[src/daoc_pkg.sv]
package daoc_pkg;

  // ----------------------------------------
  // sample format and latency
  // ----------------------------------------
  localparam int SAMPLE_W = 8;
  localparam int LATENCY_CYCLES = 5;
  localparam int CONV_DIV_DEF = 1;
  localparam logic [7:0] MID_CODE = 8'h80;

  // ----------------------------------------
  // register map
  // ----------------------------------------
  localparam int ADR_W = 8;
  localparam logic [7:0] CTRL_OFS = 8'h00;
  localparam logic [7:0] STAT_OFS = 8'h04;
  localparam logic [7:0] DATA_OFS = 8'h08;

  // ctrl field positions
  localparam int CTRL_FMT_BIT = 0;
  localparam int CTRL_SLEEP_BIT = 1;
  localparam int CTRL_PD_BIT = 2;
  localparam int CTRL_OEN_BIT = 3;

  // stat field positions
  localparam int STAT_OE_BIT = 0;
  localparam int STAT_RUN_BIT = 1;
  localparam int STAT_SLEEP_BIT = 2;
  localparam int STAT_PD_BIT = 3;

  // data field positions
  localparam int DATA_A_LSB = 0;
  localparam int DATA_B_LSB = 8;

  // ----------------------------------------
  // carriers
  // ----------------------------------------
  typedef struct packed {
    logic output_enable_n;
    logic power_down_request;
    logic sleep;
    logic fmt_twos;
  } daoc_ctrl_s;

  localparam daoc_ctrl_s CTRL_RST = '{output_enable_n: 1'b1, power_down_request: 1'b0,
                                      sleep: 1'b0, fmt_twos: 1'b0};

  typedef struct packed {
    logic [7:0] chan_b;
    logic [7:0] chan_a;
  } daoc_pair_s;

  // offset binary to the selected output code
  function automatic logic [7:0] daoc_fmt(input logic [7:0] raw, input logic twos);
    daoc_fmt = twos ? {~raw[7], raw[6:0]} : raw;
  endfunction

endpackage

[src/daoc_tick_div.sv]
`timescale 1ns/1ps
module daoc_tick_div #(
  parameter int DIV = 1
) (
  input wire logic clk_i,
  input wire logic rst_i,
  output logic tick_o
);

  localparam int CW = (DIV > 1) ? $clog2(DIV) : 1;
  localparam logic [CW-1:0] LAST = CW'(DIV - 1);

  logic [CW-1:0] cnt_q;
  logic [CW-1:0] cnt_d;
  logic tick_q;
  logic tick_d;

  always_comb
  begin
    tick_d = (cnt_q == LAST);
    cnt_d = tick_d ? '0 : cnt_q + CW'(1);
  end

  always_ff @(posedge clk_i)
  begin
    if (rst_i)
    begin
      cnt_q <= '0;
      tick_q <= 1'b0;
    end
    else
    begin
      cnt_q <= cnt_d;
      tick_q <= tick_d;
    end
  end

  assign tick_o = tick_q;

  tick_period_a: assert property (@(posedge clk_i) disable iff (rst_i)
    (DIV == 1) |-> ##1 tick_o)
    else $error("divide by one must tick every cycle");

endmodule // daoc_tick_div

[src/daoc_pipe.sv]
`timescale 1ns/1ps
module daoc_pipe #(
  parameter int WIDTH = 16,
  parameter int DEPTH = 5,
  parameter logic [WIDTH-1:0] FLUSH_VAL = '0
) (
  input wire logic clk_i,
  input wire logic rst_i,
  input wire logic adv_i,
  input wire logic flush_i,
  input wire logic [WIDTH-1:0] din_i,
  output logic [WIDTH-1:0] dout_o
);

  logic [WIDTH-1:0] stage_q [DEPTH];
  logic [WIDTH-1:0] stage_d [DEPTH];

  // ----------------------------------------
  // one register per converter clock of latency
  // ----------------------------------------
  genvar g;
  generate
    for (g = 0; g < DEPTH; g++)
    begin : g_stage
      always_comb
      begin
        if (flush_i)
          stage_d[g] = FLUSH_VAL;
        else if (adv_i)
          stage_d[g] = (g == 0) ? din_i : stage_q[(g == 0) ? 0 : g - 1];
        else
          stage_d[g] = stage_q[g];
      end

      always_ff @(posedge clk_i)
      begin
        if (rst_i)
          stage_q[g] <= FLUSH_VAL;
        else
          stage_q[g] <= stage_d[g];
      end
    end
  endgenerate

  assign dout_o = stage_q[DEPTH-1];

  pipe_hold_a: assert property (@(posedge clk_i) disable iff (rst_i)
    (!adv_i && !flush_i) |=> $stable(dout_o))
    else $error("pipe moved without advance");

endmodule // daoc_pipe

[src/daoc_top.sv]
// Design decisions made here: the placing of the registers and register access over Wishbone.
`timescale 1ns/1ps
// Operation
// RQ1: output words are two's complement when the format bit is high, offset binary when low.
// RQ2: sleep high stops both quantizers while the bias stays up; sleep low runs normally.
// RQ3: power-down high puts the block in power-down, low returns it to conversion.
// RQ4: the active-low output enable drives both buses when low and releases them when high.
// RQ5: each channel has its own 8-bit three-state bus, bit 7 the msb and bit 0 the lsb.
// RQ6: both channels are sampled on the same rising converter clock edge.
// RQ7: each word appears five converter clocks after the edge that sampled it.
// RQ8: bipolar zero is 1000 0000 in offset binary and 0000 0000 in two's complement.
module daoc_top #(
  parameter int CONV_DIV = daoc_pkg::CONV_DIV_DEF,
  parameter int LATENCY = daoc_pkg::LATENCY_CYCLES
) (
  input wire logic clk_i,
  input wire logic rst_i,
  input wire logic wb_cyc_i,
  input wire logic wb_stb_i,
  input wire logic wb_we_i,
  input wire logic [daoc_pkg::ADR_W-1:0] wb_adr_i,
  input wire logic [3:0] wb_sel_i,
  input wire logic [31:0] wb_dat_i,
  output logic [31:0] wb_dat_o,
  output logic wb_ack_o,
  input wire logic [7:0] chan_a_quant_i,
  input wire logic [7:0] chan_b_quant_i,
  output logic [7:0] chan_a_sample_bus_o,
  output logic [7:0] chan_a_sample_bus_oe_o,
  output logic [7:0] chan_b_sample_bus_o,
  output logic [7:0] chan_b_sample_bus_oe_o
);

  // ----------------------------------------
  // converter clock enable
  // ----------------------------------------
  logic conv_tick;

  daoc_tick_div #(
    .DIV(CONV_DIV)
  ) u_div (
    .clk_i(clk_i),
    .rst_i(rst_i),
    .tick_o(conv_tick)
  );

  // ----------------------------------------
  // register bus
  // ----------------------------------------
  daoc_pkg::daoc_ctrl_s ctrl_q;
  daoc_pkg::daoc_ctrl_s ctrl_d;
  logic ack_q;
  logic ack_d;
  logic [31:0] dat_q;
  logic [31:0] dat_d;
  logic bus_req;
  logic wr_fire;
  logic [31:0] rdata;

  // shared offset decode for the write path, the read mux and the checks
  function automatic logic adr_hit(
    input logic [daoc_pkg::ADR_W-1:0] adr,
    input logic [daoc_pkg::ADR_W-1:0] ofs
  );
    adr_hit = (adr == ofs);
  endfunction

  // ----------------------------------------
  // converter state
  // ----------------------------------------
  daoc_pkg::daoc_pair_s quant_pair;
  daoc_pkg::daoc_pair_s pipe_pair;
  daoc_pkg::daoc_pair_s word_q;
  daoc_pkg::daoc_pair_s word_d;
  daoc_pkg::daoc_pair_s raw_q;
  daoc_pkg::daoc_pair_s raw_d;
  logic oe_q;
  logic oe_d;
  logic running;
  logic advance;
  logic flush;
  logic update;

  // streak of unbroken advances, for the latency check
  localparam int SW = $clog2(LATENCY + 2);
  localparam logic [SW-1:0] STREAK_FULL = SW'(LATENCY + 1);
  logic [SW-1:0] streak_q;
  logic [SW-1:0] streak_d;

  // ----------------------------------------
  // bus handshake and control register
  // ----------------------------------------
  // one wait state: ack rises the cycle after the request, for one cycle
  assign bus_req = wb_cyc_i & wb_stb_i;
  // the write lands on the edge that sees ack high, as the master expects
  assign wr_fire = bus_req & wb_we_i & ack_q;

  always_comb
  begin
    rdata = '0;
    if (adr_hit(wb_adr_i, daoc_pkg::CTRL_OFS))
    begin
      rdata[daoc_pkg::CTRL_FMT_BIT] = ctrl_q.fmt_twos;
      rdata[daoc_pkg::CTRL_SLEEP_BIT] = ctrl_q.sleep;
      rdata[daoc_pkg::CTRL_PD_BIT] = ctrl_q.power_down_request;
      rdata[daoc_pkg::CTRL_OEN_BIT] = ctrl_q.output_enable_n;
    end
    else if (adr_hit(wb_adr_i, daoc_pkg::STAT_OFS))
    begin
      rdata[daoc_pkg::STAT_OE_BIT] = oe_q;
      rdata[daoc_pkg::STAT_RUN_BIT] = running;
      rdata[daoc_pkg::STAT_SLEEP_BIT] = ctrl_q.sleep;
      rdata[daoc_pkg::STAT_PD_BIT] = ctrl_q.power_down_request;
    end
    else if (adr_hit(wb_adr_i, daoc_pkg::DATA_OFS))
    begin
      rdata[daoc_pkg::DATA_A_LSB +: 8] = word_q.chan_a;
      rdata[daoc_pkg::DATA_B_LSB +: 8] = word_q.chan_b;
    end
  end

  always_comb
  begin
    ack_d = bus_req & ~ack_q;
    dat_d = ack_d ? rdata : dat_q;
    ctrl_d = ctrl_q;
    if (wr_fire && wb_sel_i[0] && adr_hit(wb_adr_i, daoc_pkg::CTRL_OFS))
    begin
      ctrl_d.fmt_twos = wb_dat_i[daoc_pkg::CTRL_FMT_BIT]; // RQ1
      ctrl_d.sleep = wb_dat_i[daoc_pkg::CTRL_SLEEP_BIT]; // RQ2
      ctrl_d.power_down_request = wb_dat_i[daoc_pkg::CTRL_PD_BIT]; // RQ3
      ctrl_d.output_enable_n = wb_dat_i[daoc_pkg::CTRL_OEN_BIT]; // RQ4
    end
  end

  always_ff @(posedge clk_i)
  begin
    if (rst_i)
    begin
      ack_q <= 1'b0;
      dat_q <= '0;
      ctrl_q <= daoc_pkg::CTRL_RST;
    end
    else
    begin
      ack_q <= ack_d;
      dat_q <= dat_d;
      ctrl_q <= ctrl_d;
    end
  end

  assign wb_ack_o = ack_q;
  assign wb_dat_o = dat_q;

  // ----------------------------------------
  // conversion pipeline
  // ----------------------------------------
  // sleep freezes the quantizers; power-down also drops what the pipe held
  assign running = ~ctrl_q.sleep & ~ctrl_q.power_down_request; // RQ2 RQ3
  assign advance = conv_tick & running;
  assign flush = ctrl_q.power_down_request; // RQ3
  assign update = conv_tick & (running | flush);

  // both quantizer words enter on the same converter edge
  assign quant_pair.chan_a = chan_a_quant_i; // RQ6
  assign quant_pair.chan_b = chan_b_quant_i; // RQ6

  // sampling register plus four stages; the output latch makes the fifth clock
  // a divided converter clock counts latency in ticks, not system clocks
  daoc_pipe #(
    .WIDTH($bits(daoc_pkg::daoc_pair_s)),
    .DEPTH(LATENCY),
    .FLUSH_VAL({daoc_pkg::MID_CODE, daoc_pkg::MID_CODE})
  ) u_pipe (
    .clk_i(clk_i),
    .rst_i(rst_i),
    .adv_i(advance),
    .flush_i(flush),
    .din_i(quant_pair),
    .dout_o(pipe_pair)
  );

  // ----------------------------------------
  // output latch and drivers
  // ----------------------------------------
  always_comb
  begin
    word_d = word_q;
    raw_d = raw_q;
    if (update)
    begin
      raw_d = pipe_pair; // RQ7
      word_d.chan_a = daoc_pkg::daoc_fmt(pipe_pair.chan_a, ctrl_q.fmt_twos); // RQ1 RQ8
      word_d.chan_b = daoc_pkg::daoc_fmt(pipe_pair.chan_b, ctrl_q.fmt_twos); // RQ1 RQ8
    end
    // enable follows the pin level alone, not sleep or power-down
    oe_d = ~ctrl_q.output_enable_n; // RQ4
    // a gap in advances breaks sample alignment, so start over
    if (!advance)
      streak_d = '0;
    else if (streak_q != STREAK_FULL)
      streak_d = streak_q + SW'(1);
    else
      streak_d = streak_q;
  end

  always_ff @(posedge clk_i)
  begin
    if (rst_i)
    begin
      word_q <= '0;
      raw_q <= '0;
      oe_q <= 1'b0;
      streak_q <= '0;
    end
    else
    begin
      word_q <= word_d;
      raw_q <= raw_d;
      oe_q <= oe_d;
      streak_q <= streak_d;
    end
  end

  // each channel keeps its own bus, bit 7 the msb
  assign chan_a_sample_bus_o = word_q.chan_a; // RQ5
  assign chan_b_sample_bus_o = word_q.chan_b; // RQ5

  // one enable flop fans out to every pin of both buses
  genvar gb;
  generate
    for (gb = 0; gb < 8; gb++)
    begin : g_oe
      assign chan_a_sample_bus_oe_o[gb] = oe_q; // RQ4
      assign chan_b_sample_bus_oe_o[gb] = oe_q; // RQ4
    end
  endgenerate

  // ----------------------------------------
  // checks
  // ----------------------------------------
  oe_follow_a: assert property (@(posedge clk_i) disable iff (rst_i) // RQ4
    chan_a_sample_bus_oe_o == {8{~$past(ctrl_q.output_enable_n)}}
    && chan_b_sample_bus_oe_o == {8{~$past(ctrl_q.output_enable_n)}})
    else $error("bus enable does not follow the enable bit");

  sleep_hold_a: assert property (@(posedge clk_i) disable iff (rst_i) // RQ2
    (ctrl_q.sleep && !ctrl_q.power_down_request) |=> $stable(word_q))
    else $error("sample words moved during sleep");

  pd_flush_a: assert property (@(posedge clk_i) disable iff (rst_i) // RQ3
    ctrl_q.power_down_request |=> pipe_pair == {daoc_pkg::MID_CODE, daoc_pkg::MID_CODE})
    else $error("power-down left a sample in the pipe");

  zero_code_a: assert property (@(posedge clk_i) disable iff (rst_i) // RQ8
    (update && pipe_pair.chan_a == daoc_pkg::MID_CODE)
    |=> chan_a_sample_bus_o == ($past(ctrl_q.fmt_twos) ? 8'h00 : 8'h80))
    else $error("bipolar zero took the wrong code on channel a");

  zero_code_b_a: assert property (@(posedge clk_i) disable iff (rst_i) // RQ8
    (update && pipe_pair.chan_b == daoc_pkg::MID_CODE)
    |=> chan_b_sample_bus_o == ($past(ctrl_q.fmt_twos) ? 8'h00 : 8'h80))
    else $error("bipolar zero took the wrong code on channel b");

  // only meaningful when every system clock is a converter tick
  latency_track_a: assert property (@(posedge clk_i) disable iff (rst_i) // RQ7
    (CONV_DIV == 1 && streak_q == STREAK_FULL)
    |-> raw_q == $past(quant_pair, LATENCY + 1))
    else $error("sample word left the pipe at the wrong latency");

  ack_pulse_a: assert property (@(posedge clk_i) disable iff (rst_i)
    wb_ack_o |=> !wb_ack_o)
    else $error("ack stood for more than one cycle");

  ack_wait_a: assert property (@(posedge clk_i) disable iff (rst_i)
    (bus_req && !wb_ack_o) |=> wb_ack_o)
    else $error("ack did not follow the request");

  read_hold_a: assert property (@(posedge clk_i) disable iff (rst_i)
    !$rose(wb_ack_o) |-> $stable(wb_dat_o))
    else $error("read data moved outside an answer");

  fmt_write_a: assert property (@(posedge clk_i) disable iff (rst_i) // RQ1
    (wr_fire && wb_sel_i[0] && adr_hit(wb_adr_i, daoc_pkg::CTRL_OFS))
    |=> ctrl_q.fmt_twos == $past(wb_dat_i[daoc_pkg::CTRL_FMT_BIT]))
    else $error("format bit did not take the written value");

  sleep_write_a: assert property (@(posedge clk_i) disable iff (rst_i) // RQ2
    (wr_fire && wb_sel_i[0] && adr_hit(wb_adr_i, daoc_pkg::CTRL_OFS))
    |=> ctrl_q.sleep == $past(wb_dat_i[daoc_pkg::CTRL_SLEEP_BIT]))
    else $error("sleep bit did not take the written value");

  pd_write_a: assert property (@(posedge clk_i) disable iff (rst_i) // RQ3
    (wr_fire && wb_sel_i[0] && adr_hit(wb_adr_i, daoc_pkg::CTRL_OFS))
    |=> ctrl_q.power_down_request == $past(wb_dat_i[daoc_pkg::CTRL_PD_BIT]))
    else $error("power-down bit did not take the written value");

  oen_write_a: assert property (@(posedge clk_i) disable iff (rst_i) // RQ4
    (wr_fire && wb_sel_i[0] && adr_hit(wb_adr_i, daoc_pkg::CTRL_OFS))
    |=> ctrl_q.output_enable_n == $past(wb_dat_i[daoc_pkg::CTRL_OEN_BIT]))
    else $error("enable bit did not take the written value");

endmodule // daoc_top

[config.mk]
export PLATFORM = sky130hd
export DESIGN_NAME = daoc_top
export DESIGN_NICKNAME = d
export VERILOG_FILES = /design/src/daoc_pkg.sv /design/src/daoc_tick_div.sv /design/src/daoc_pipe.sv /design/src/daoc_top.sv
export SDC_FILE = /design/constraint.sdc
export NUM_CORES = 1
export LEC_CHECK = 0
export BUFFER_PORTS_ARGS = -buffer_cell sky130_fd_sc_hd__buf_2
export CORE_AREA = 2 2 94 96
export CTS_CLUSTER_DIAMETER = 30
export CTS_CLUSTER_SIZE = 25
export DETAILED_ROUTE_END_ITERATION = 8
export DIE_AREA = 0 0 96 98
export HOLD_SLACK_MARGIN = 0.05
export PLACE_DENSITY = 0.78
export SYNTH_ARGS = -nofsm -noshare
export SYNTH_HDL_FRONTEND = slang
export SYNTH_SLANG_ARGS = --single-unit
[constraint.sdc]
create_clock -name clk_i -period 2.5 [get_ports clk_i]
set_input_delay 0.125 -clock clk_i [delete_from_list [all_inputs] [get_ports clk_i]]
set_output_delay 0.125 -clock clk_i [all_outputs]
set_load 0.005 [all_outputs]
## Word level (Yosys, flattened, before mapping)

Memory sizes are Yosys's and may differ from the RTL's.
Index checks and enable logic that the tools add are counted.

| storage, ports and cells | value |
|---|---|
| flip-flop bits (word level) | 40 |
| memories | 1 |
| output and inout bits | 65 |
| bits in writable memories | 80 |
| logic and storage cells | 64 |

| cells by class | value |
|---|---|
| equality and inequality tests | 2 |
| add/sub/neg operators | 1 |
| bitwise logic cells | 20 |
| mux-type cells | 25 |
| reductions and logical operators | 4 |

Memory list:

| memory | depth | bits a word | rd ports | clocked after memory_dff | write ports | line | RTL |
|---|---|---|---|---|---|---|---|
| u_pipe.stage_q | 5 | 16 | 5 | 0 | 5 | daoc_pipe.sv:15 | `logic [WIDTH-1:0] stage_q [DEPTH];` |

Operators by type and width:

| operator | count |
|---|---|
| 16-bit two-way mux | 16 |
| 12-bit two-way mux | 2 |
| 8-bit two-way mux | 2 |
| 8-bit by 3-bit == test with 1-bit output (second input constant) | 1 |
| 8-bit by 4-bit == test with 1-bit output (second input constant) | 1 |
| 8-bit logical NOT | 1 |
| 4-bit two-way mux | 2 |
| 1-bit bitwise AND | 7 |
| 1-bit inverter | 7 |
| 1-bit OR | 6 |
| 1-bit two-way mux | 3 |
| 1-bit logical AND | 2 |
| 2-bit OR reduction | 1 |
| 1-bit adder (second input constant) | 1 |

## Logic depth before layout (Yosys ltp)

Gate-level depths: netlist of run 1.

| logic depth | value |
|---|---|
| depth in word-level cells | 6 |
| gate-level depth with buffers | 7 |
| gate-level depth less buffers | 4 |

## Hierarchy

A second synthesis of run 1 with hierarchy kept.

| second synthesis, totals | value |
|---|---|
| cell total of the unflattened synthesis | 446 |
| area, all modules | 4655.7 µm² |

By module, submodules not included:

| module | sequential area each (µm²) | cells an instance | area an instance (µm²) | instances |
|---|---|---|---|---|
| daoc_pipe | 1601.5 | 259 | 2926.6 | 1 |
| daoc_top | 760.7 | 183 | 1681.6 | 1 |
| daoc_tick_div | 40.0 | 4 | 47.5 | 1 |

## Least setup slack after synthesis of run 1

No wires, ideal clock.

| timing path | value |
|---|---|
| kind | reg2reg |
| start point | reg ack_q (netlist: wb_ack_o) |
| end point | reg dat_q[10] (netlist: wb_dat_o[10]) |
| required time | 2.383 ns |
| arrival | 1.237 ns |
| buffers on the path | 1 |
| cell stages (with the launch flop) | 6 |
| slack | 1.146 ns |
| cells stage by stage | dfxtp_1 and4bb_4 and3_4 and2_4 buf_8 a22o_1 |

| on the way | value |
|---|---|
| cells in the longest elaborated chain, start to end | 2 |

Ends and longest elaborated chain:

| element | line | RTL |
|---|---|---|
| start: declaration | daoc_top.sv:52 | `logic ack_q;` |
| start signal: assignment | daoc_top.sv:146 | `ack_q <= ack_d;` |
| 1-bit inverter | daoc_top.sv:124 | `ack_d = bus_req & ~ack_q;` |
| 1-bit bitwise AND | daoc_top.sv:124 |  |
| end signal: assignment | daoc_top.sv:147 | `dat_q <= dat_d;` |
| end: declaration | daoc_top.sv:54 | `logic [31:0] dat_q;` |

Every way passes these cells.
A chain may end at the register's enable or synchronous reset.

==> flow_metrics.tcl, run 1 <==
set metrics [dict create \
    status "finished, final reports clean" \
    core_area_um2 8470 \
    post-place-ws_ps 841 \
    setup_tns_ps 0 \
    slew_headroom_pct 35.6 \
    grt_antenna_before_repair 0 \
    grt_use_total_pct 18.3 \
    period_share_pct 67.9 \
    power_mw 4.78 \
    fp.dieH_um 98 \
    die_x_um 96 \
    grt_start_max_net_pins 81 \
    h-tree-depth 4 \
    slew_violations 0 \
    final_cells 734 \
    antenna_left 0 \
    dieArea_um2 9410 \
    synth_area_um2 4480 \
    fin_ws_ps 802 \
    ir_drop_v 0.000450 \
    p_leak_nw 2.30 \
    path_max_fanout 52 \
    worstHoldPathType "in2reg" \
    min_period_ps 1700 \
    hold_viol 0 \
    cts_tree "done" \
    dr_total_vias 3560 \
    dr.pass1.iters 4 \
    syn_area_per_cell_um2 8.32 \
    worst_pin_slew_ps 963 \
    overflow 0 \
    worstSetupStartpointType "flop" \
    diodes 0 \
    fmax_ghz 0.589 \
    cts_root_buf "clkbuf_8" \
    place_inst 679 \
    grt_pass1_vias 3187 \
    yosys_warnings 0 \
    nets 678 \
    p_per_area_nw_per_um2 851 \
    gp_congestion 0.773 \
    cp-end-kind "flop" \
    ys_types 32 \
    yosysSeqAreaShare_pct 53.7 \
    synth_area_leaders "dfxtp_1 (54%), nand2_1 (16%), a21oi_1 (9.4%)" \
    cap_violations 0 \
    clock_skew_ps 9.69 \
    drive_above_1_share_pct 19.8 \
    path_class "reg2reg" \
    rows 34 \
    io_pins 130 \
    syn_inst 538 \
    clkSlewWorstSetupHoldPaths_ps 50 \
    rsz0062_at_grt "false" \
    clk_latency_ps 510 \
    setup_viol 0 \
    drc 0 \
    cts_resized 0 \
    portBuffers 82 \
    floorplan.initialDensity_pct 52.9 \
    dpl.hpwl_um 5120 \
    wl_per_cell_um 11.6 \
    ys_ff_latch 120 \
    drt-vias-per-instance 4.85 \
    post-synth-top-area-cell "dfxtp_1" \
    synthToLayoutAreaGrowth_pct 25.4 \
    synth_top_area_share_pct 53.7 \
    drtIter0Drc 196 \
    cts_inserted_buffers 17 \
    cts.sinks 120 \
    totalWireLength_um 8490 \
    grt_pass1_wl_um 13700 \
    hold_slack_ps 81.1 \
    cp.arrival_ps 2130 \
    cts_buffer_depth 2 \
    cp_data_required_time_ps 2930 \
]
-- flip-flops by register name, indices dropped and copies added (netlist names) --
name,flops
u_div.cnt_q,1
flush,1
ctrl_q,3
chan_b_sample_bus_o,8
chan_a_sample_bus_o,8
wb_ack_o,1
u_div.tick_o,1
oe_q,1
u_pipe.stage_q,80
wb_dat_o,16
-- power breakdown --
part	internal, mW	switching, mW	total [mW]
registers	1.95	0.0167	1.96
logic	0.0838	0.120	0.204
clock network	1.82	0.792	2.61
total	3.85	0.929	4.78
-- synthesized netlist by cell type, drive strengths merged --
cell,instances
nand2,194
dfxtp,120
a21oi,84
buf,48
clkbuf,20
a22o,16
nand3,11
nor2,10
mux2i,7
nand2b,6
o21ai,4
a211oi,2
and2,2
and3,2
nor4,2
xnor2,2
and2b,1
and4bb,1
conb,1
inv,1
nand3b,1
o21a,1
o311ai,1
or2,1
-- kinds of logic after synthesis --
logic type | Yosys count | synth area share [%]
AOI/OAI and AO/OA | 108 | 13.7
muxes | 7 | 1.57
other | 1 | 0.0838
DFF | 120 | 53.7
xor gates and xnor gates | 2 | 0.391
and+or+nand+nor | 231 | 21.4
buffers and inverters | 69 | 9.17
-- final cells by class --
type	instances	area (µm²)
Multi-Input combinational cell	365	1730
Fill cell	710	2850
Tap cell	108	135
Inverter	1	3.75
Timing Repair Buffer	108	701
Clock inverter	8	165
Clock buffer	24	480
Sequential cell	120	2400
-- worst max-delay path, cell delays in order (launching register included) --
cell and delay, ps:
dfxtp_1 520, nor2_2 100, nand2_2 420, buf_12 290
nand2_1 100, a21oi_1 170
-- path summary, 6_finish.rpt --
| path | start | cells past startpoint | slack [ps] | end |
|---|---|---|---|---|
| worst max-delay path | flush | 5 | 800 | u_pipe.stage_q[3][1] |
| worst max register to register | flush | 5 | 800 | u_pipe.stage_q[3][1] |
| worst min register to register | u_div.cnt_q | 1 | 380 | u_div.tick_o |
| worst min-delay path | wb_adr_i[3] | 3 | 80 | wb_dat_o[3] |
-- layer usage --
layer	global-route usage, %	vias to the layer above	wire [µm]
met2	31.3	106	4120
met5	0	-	0
met4	7.69	0	110
li1	-	1860	-
met1	20.2	1588	3780
met3	6.25	6	474
-- cell usage in the layout (no fill, tap or decap), drive strengths merged --
cell         netlist  routed
inv                1       1
bufinv             0       5
buf               48      85
nand2b             6       6
a21oi             84      84
nand2            194     194
or2                1       1
clkinv             0       3
xnor2              2       2
conb               1      17
nand3             11      11
nand3b             1       1
o311ai             1       1
nor2              10      10
and3               2       2
and2b              1       1
dfxtp            120     120
and4bb             1       1
mux2i              7       7
o21a               1       1
nor4               2       2
a22o              16      16
dlygate4sd3        0      23
and2               2       2
o21ai              4       4
clkbuf            20      24
a211oi             2       2
-- metrics by stage --
| step | utilization (%) | area (µm²) |
|---|---|---|
| floorplan | - | 4540 |
| global placement | 56.0 | 4740 |
| detailed placement | 56.0 | 4740 |
| CTS | 66.3 | 5610 |
| global route | 66.3 | 5610 |
| finish | 66.3 | 5610 |
-- what timing repair did --
action                     4_1_cts  5_1_grt
hold endpoints to repair        23        0
buffers inserted                 0        0
setup endpoints to repair        0        0
hold buffers                    23        0
Power figures use the tool's default switching activity.
==> run 2, diff against run 1 <==
--- a/config.mk
+++ b/config.mk
@@ -6,13 +6,13 @@
 export NUM_CORES = 1
 export LEC_CHECK = 0
 export BUFFER_PORTS_ARGS = -buffer_cell sky130_fd_sc_hd__buf_2
-export CORE_AREA = 2 2 94 96
+export CORE_AREA = 2 2 102 104
 export CTS_CLUSTER_DIAMETER = 30
 export CTS_CLUSTER_SIZE = 25
 export DETAILED_ROUTE_END_ITERATION = 8
-export DIE_AREA = 0 0 96 98
+export DIE_AREA = 0 0 104 106
 export HOLD_SLACK_MARGIN = 0.05
-export PLACE_DENSITY = 0.78
+export PLACE_DENSITY = 0.7
 export SYNTH_ARGS = -nofsm -noshare
 export SYNTH_HDL_FRONTEND = slang
 export SYNTH_SLANG_ARGS = --single-unit
==> constraint.sdc (replaced) <==
create_clock -name clk_i -period 1.35 [get_ports clk_i]
set_input_delay 0.0675 -clock clk_i [delete_from_list [all_inputs] [get_ports clk_i]]
set_output_delay 0.0675 -clock clk_i [all_outputs]
set_load 0.005 [all_outputs]
==> run 2 against run 1 <==
Net effect:
- final cell count is 4.9% higher
- sequential cell count stayed put
- register-to-register slack worse by 740 ps
- routed wire length is 5.5% higher
- clock skew is 2.2 ps higher
- largest power group unchanged
==> flow_metrics.tcl, run 2 (synthesis results as in run 1) <==
set metrics [dict create \
    die_x_um 104 \
    gp_congestion 0.771 \
    period_share_pct 95.2 \
    clk_latency_ps 500 \
    status "finished, final reports clean" \
    cp.arrival_ps 1670 \
    r2r_end "wb_dat_o[14]" \
    grt_pass1_wl_um 14800 \
    hp-start "wb_adr_i[2]" \
    diodes 0 \
    dpl.hpwl_um 5410 \
    cp-end-kind "flop" \
    grt_use_total_pct 16.3 \
    dr_total_vias 3589 \
    crit_start "wb_ack_o" \
    cp_num_buf_inv 0 \
    critPathMaxStageDelay_ps 350 \
    final_common_cell "nand2_1" \
    critical_path.cell_chain "and4bb_4 -> and3_4 -> and2_4 -> a22o_1" \
    drtIter0Drc 148 \
    slew_violations 0 \
    dieArea_um2 11000 \
    drc 0 \
    cts_inserted_buffers 17 \
    min_path_cells 4 \
    drt-vias-per-instance 4.66 \
    critPathTopFamily "simple AND/OR/NAND/NOR gates" \
    path_max_fanout 6 \
    ff2ff_path_depth 4 \
    wl_per_cell_um 11.6 \
    drive_above_1_share_pct 21.3 \
    fp.dieH_um 106 \
    grt_start_max_net_pins 71 \
    synthToLayoutAreaGrowth_pct 27.5 \
    largest_reg_flops 80 \
    rows 37 \
    cap_violations 0 \
    dr.pass1.iters 4 \
    whs_endpoint "wb_dat_o[1]" \
    rr_startpoint "wb_ack_o" \
    fillers 900 \
    final_util_pct 57.1 \
    worstSetupStartpointType "flop" \
    slew_headroom_pct 61.6 \
    cts_root_buf "clkbuf_8" \
    h-tree-depth 4 \
    min_period_ps 1280 \
    hold_viol 0 \
    cts_tree "done" \
    path_class "reg2reg" \
    final_cell_mix "nand2_1 (193), dfxtp_1 (119), a21oi_1 (84), buf_2 (82), dlygate4sd3_1 (25)" \
    worst_pin_slew_ps 575 \
    fmax_ghz 0.778 \
    setup_viol 0 \
    io_pins 130 \
    totalWireLength_um 8960 \
    cp_data_required_time_ps 1730 \
    largest-register "u_pipe.stage_q" \
    final_cells 770 \
    core_area_um2 10000 \
    clkSlewWorstSetupHoldPaths_ps 60 \
    cp.depth 4 \
    place_inst 714 \
    clock_skew_ps 11.9 \
    grt_antenna_before_repair 0 \
    cts.sinks 120 \
    grt_pass1_vias 3386 \
    slowest_stage "dfxtp_2" \
    cts_buffer_depth 2 \
    worstHoldPathType "in2reg" \
    portBuffers 82 \
    postCtsSetupRepairBufs 0 \
    floorplan.initialDensity_pct 44.8 \
    ff2ff_setup_slack_ps 70 \
    antenna_left 0 \
    p_per_area_nw_per_um2 1460 \
    nets 689 \
    p_leak_nw 2.33 \
    ir_drop_v 0.000790 \
    overflow 0 \
]
==> run 2: cell type report <==
type | instances | area (µm²) | area share [%]
inverter | 1 | 3.75 | 0.0658
multi-input combinational | 366 | 1750 | 30.6
clock inverter | 9 | 126 | 2.21
sequential | 120 | 2400 | 42.1
timing repair buffer | 118 | 811 | 14.2
clock buffer | 20 | 445 | 7.81
tap | 136 | 170 | 2.98
==> run 2: worst min-delay path: stages <==
cell and delay [ps]:
buf_2 170, nand3b_1 90, o311ai_0 100, a22o_1 130
==> run 2: report_power, final <==
group          leakage (nW)  internal (mW)  switching [mW]  total (mW)
Clock                 0.282           2.86            1.42        4.29
Sequential            0.972           3.60          0.0317        3.64
Combinational          1.07          0.181           0.234       0.415
Total                  2.33           6.65            1.69        8.34
==> run 2: timing repair <==
| action | 4_1_cts | 5_1_grt |
|---|---|---|
| hold buffers | 25 | 0 |
| resized for setup | 1 | 4 |
| cloned | 0 | 2 |
| endpoints found under the setup margin | 16 | 49 |
| endpoints found under the hold margin | 38 | 0 |
==> run 2: routing by layer <==
layer  track usage [%]  part of all wire (%)  vias to the layer above
met5                 0                     0                        -
met4              5.79                  0.63                        0
met3              5.40                   5.3                        4
met2              28.1                    48                       95
met1              19.0                    46                     1607
li1                  -                     -                     1883
==> run 2: worst max path at each step <==
stage / end / slack, ps
3_5_place_dp: wb_dat_o[3] / -50
5_1_grt: u_pipe.stage_q[4][12] / -8
2_1_floorplan: wb_dat_o[10] / 30
6_report: wb_dat_o[14] / 70
3_3_place_gp: wb_dat_o[1] / 20
4_1_cts: chan_b_sample_bus_o[7] / 10
==> run 2: metrics by stage <==
stage | hold slack [ps] | instance area (µm²) | power, mW | setup WS [ps] | TNS (ps)
2_1_floorplan | 192 | 4540 | 3.96 | 31.4 | 0
3_3_place_gp | 275 | 4840 | 4.04 | 19.9 | 0
3_5_place_dp | 286 | 4840 | 4.06 | -54.3 | -581
4_1_cts | 52.2 | 5660 | 8.40 | 9.77 | 0
5_1_grt | 90.1 | 5710 | 8.66 | -8.28 | -15.1
6_report | 82.3 | 5710 | 8.34 | 65.3 | 0
==> run 3, diff against run 2 <==
--- a/config.mk
+++ b/config.mk
@@ -12,7 +12,7 @@
 export DETAILED_ROUTE_END_ITERATION = 8
 export DIE_AREA = 0 0 104 106
 export HOLD_SLACK_MARGIN = 0.05
-export PLACE_DENSITY = 0.7
+export PLACE_DENSITY = 0.74
 export SYNTH_ARGS = -nofsm -noshare
 export SYNTH_HDL_FRONTEND = slang
 export SYNTH_SLANG_ARGS = --single-unit
==> run 3 against run 2 <==
Net effect:
- utilization up 0.78 points
- critical endpoint is now wb_dat_o[12]
- hold slack better by 25 ps
- clock-buffer cell count up 1
- design area up 1.4%
- combinational power about the same
==> flow_metrics.tcl, run 3 (synthesis results as in run 1) <==
set metrics [dict create \
    status "finished, final reports clean" \
    floorplan.initialDensity_pct 44.8 \
    antenna_left 0 \
    drtIter0Drc 192 \
    cts_tree "done" \
    cp_data_required_time_ps 1800 \
    min_period_ps 1270 \
    cts_root_buf "clkbuf_8" \
    setup_viol 0 \
    p_per_area_nw_per_um2 1530 \
    period_share_pct 93.8 \
    r2r_end "wb_dat_o[12]" \
    dr.pass1.iters 4 \
    dr_total_vias 3569 \
    cts_inserted_buffers 17 \
    core_area_um2 10000 \
    overflow 0 \
    cp.depth 4 \
    dpl.hpwl_um 5520 \
    grt_start_max_net_pins 71 \
    nets 690 \
    worst_pin_slew_ps 593 \
    h-tree-depth 4 \
    worstSetupEndpoint "wb_dat_o[12]" \
    wl_per_cell_um 11.1 \
    rsz0062_at_grt "false" \
    ir_drop_v 0.000810 \
    largest_reg_flops 80 \
    slew_violations 0 \
    hp-start "wb_adr_i[4]" \
    rows 37 \
    crit_start "wb_ack_o" \
    placed_area_um2 4860 \
    fmax_ghz 0.790 \
    cap_violations 0 \
    ff2ff_setup_slack_ps 80 \
    slowest_stage "dfxtp_2" \
    totalWireLength_um 8610 \
    cp.arrival_ps 1710 \
    grt_pass1_vias 3351 \
    grt_pass1_wl_um 14900 \
    drc 0 \
    slew_headroom_pct 60.4 \
    cts_buffer_depth 2 \
    grt.met1_usage_pct 20.4 \
    grt_use_total_pct 16.4 \
    worstSetupStartpointType "flop" \
    cp_num_buf_inv 0 \
    io_pins 130 \
    critical_path.cell_chain "and4bb_4 -> and3_4 -> and2_4 -> a22o_1" \
    largest-register "u_pipe.stage_q" \
    ff2ff_path_depth 4 \
    final_common_cell "nand2_1" \
    drt-vias-per-instance 4.61 \
    gp_congestion 0.766 \
    hold_viol 0 \
    diodes 0 \
    p_leak_nw 2.35 \
    critPathMaxStageDelay_ps 330 \
    path_max_fanout 12 \
    grt_use_met3_pct 5.58 \
    grt_antenna_before_repair 0 \
    portBuffers 82 \
    rr_startpoint "wb_ack_o" \
    use_met2_pct 26.7 \
    final_cell_mix "nand2_1 (193), dfxtp_1 (119), a21oi_1 (84), buf_2 (82), dlygate4sd3_1 (27)" \
    cp-end-kind "flop" \
    grt.busiest_layer "met2" \
    drive_above_1_share_pct 21.3 \
    hold_slack_ps 108 \
    clk_latency_ps 510 \
    cts.sinks 120 \
    fin_area_um2 5780 \
    path_class "reg2reg" \
    clock_skew_ps 6.54 \
    clkSlewWorstSetupHoldPaths_ps 60 \
    critPathTopFamily "simple AND/OR/NAND/NOR gates" \
    worstHoldPathType "in2reg" \
    die_x_um 104 \
    fp.dieH_um 106 \
    dieArea_um2 11000 \
    synthToLayoutAreaGrowth_pct 29.2 \
]
## run 3: changes by cell type in the layout (fill, tap and decap cells not counted)
cell,change
clkbuf_1,+1
inv_6,+1
and2_4,-1
clkinv_4,-1
buf_12,+1
clkbuf_16,-1
bufinv_16,+2
clkinv_2,-3
dlygate4sd3_1,+2
clkinvlp_4,+3
## run 3: metal layers
layer	share of wire [%]	wire, µm	up-vias
met5	0	0	-
met4	0.88	76	0
met3	4.1	351	7
met2	47	4020	79
met1	48	4160	1598
li1	-	-	1885
## run 3: timing repair
item,CTS,global route
hold buffers,27,0
endpoints found under the setup margin,17,50
pin swaps,0,2
endpoints found under the hold margin,52,0
resized for setup,2,2
setup buffers,0,0
## run 3: report_power, final
group	leakage (nW)	switching (mW)	internal [mW]	total, mW
Sequential	0.972	0.0308	3.60	3.63
Clock	0.301	1.52	3.28	4.80
Combinational	1.07	0.229	0.184	0.413
Total	2.35	1.78	7.07	8.85
## run 3: worst min-delay path: stages
cell and delay, ps:
buf_2 100, nor4_4 40, and3_4 170, a22o_1 190
## run 3: worst min-delay path by stage
stage               slack, ps  cells past startpoint                    end
detailed placement        280                      3   u_pipe.stage_q[0][7]
CTS                        80                      4            wb_dat_o[2]
finish                    110                      4            wb_dat_o[2]
floorplan                 190                      2  u_pipe.stage_q[0][15]
global route              110                      4            wb_dat_o[0]
global placement          280                      3   u_pipe.stage_q[0][7]
## run 3: cell type report
type,count,area (µm²)
clock buffers,21,449
clock inverters,11,194
fillers,896,4220
inverters,1,3.75
multi-input cells,365,1740
flip-flops and latches,120,2400
well taps,136,170
repair buffers,120,826
## run 3: stage by stage
step	total power, mW	setup TNS, ps	std cells	setup WS (ps)	utilization (%)
global placement	4.05	0	715	29.6	48.6
CTS	8.94	0	774	35.1	57.8
floorplan	3.96	0	554	31.4	-
finish	8.85	0	774	84.0	57.8
global route	9.20	0	774	3.70	57.8
detailed placement	4.06	-813	715	-86.6	48.6
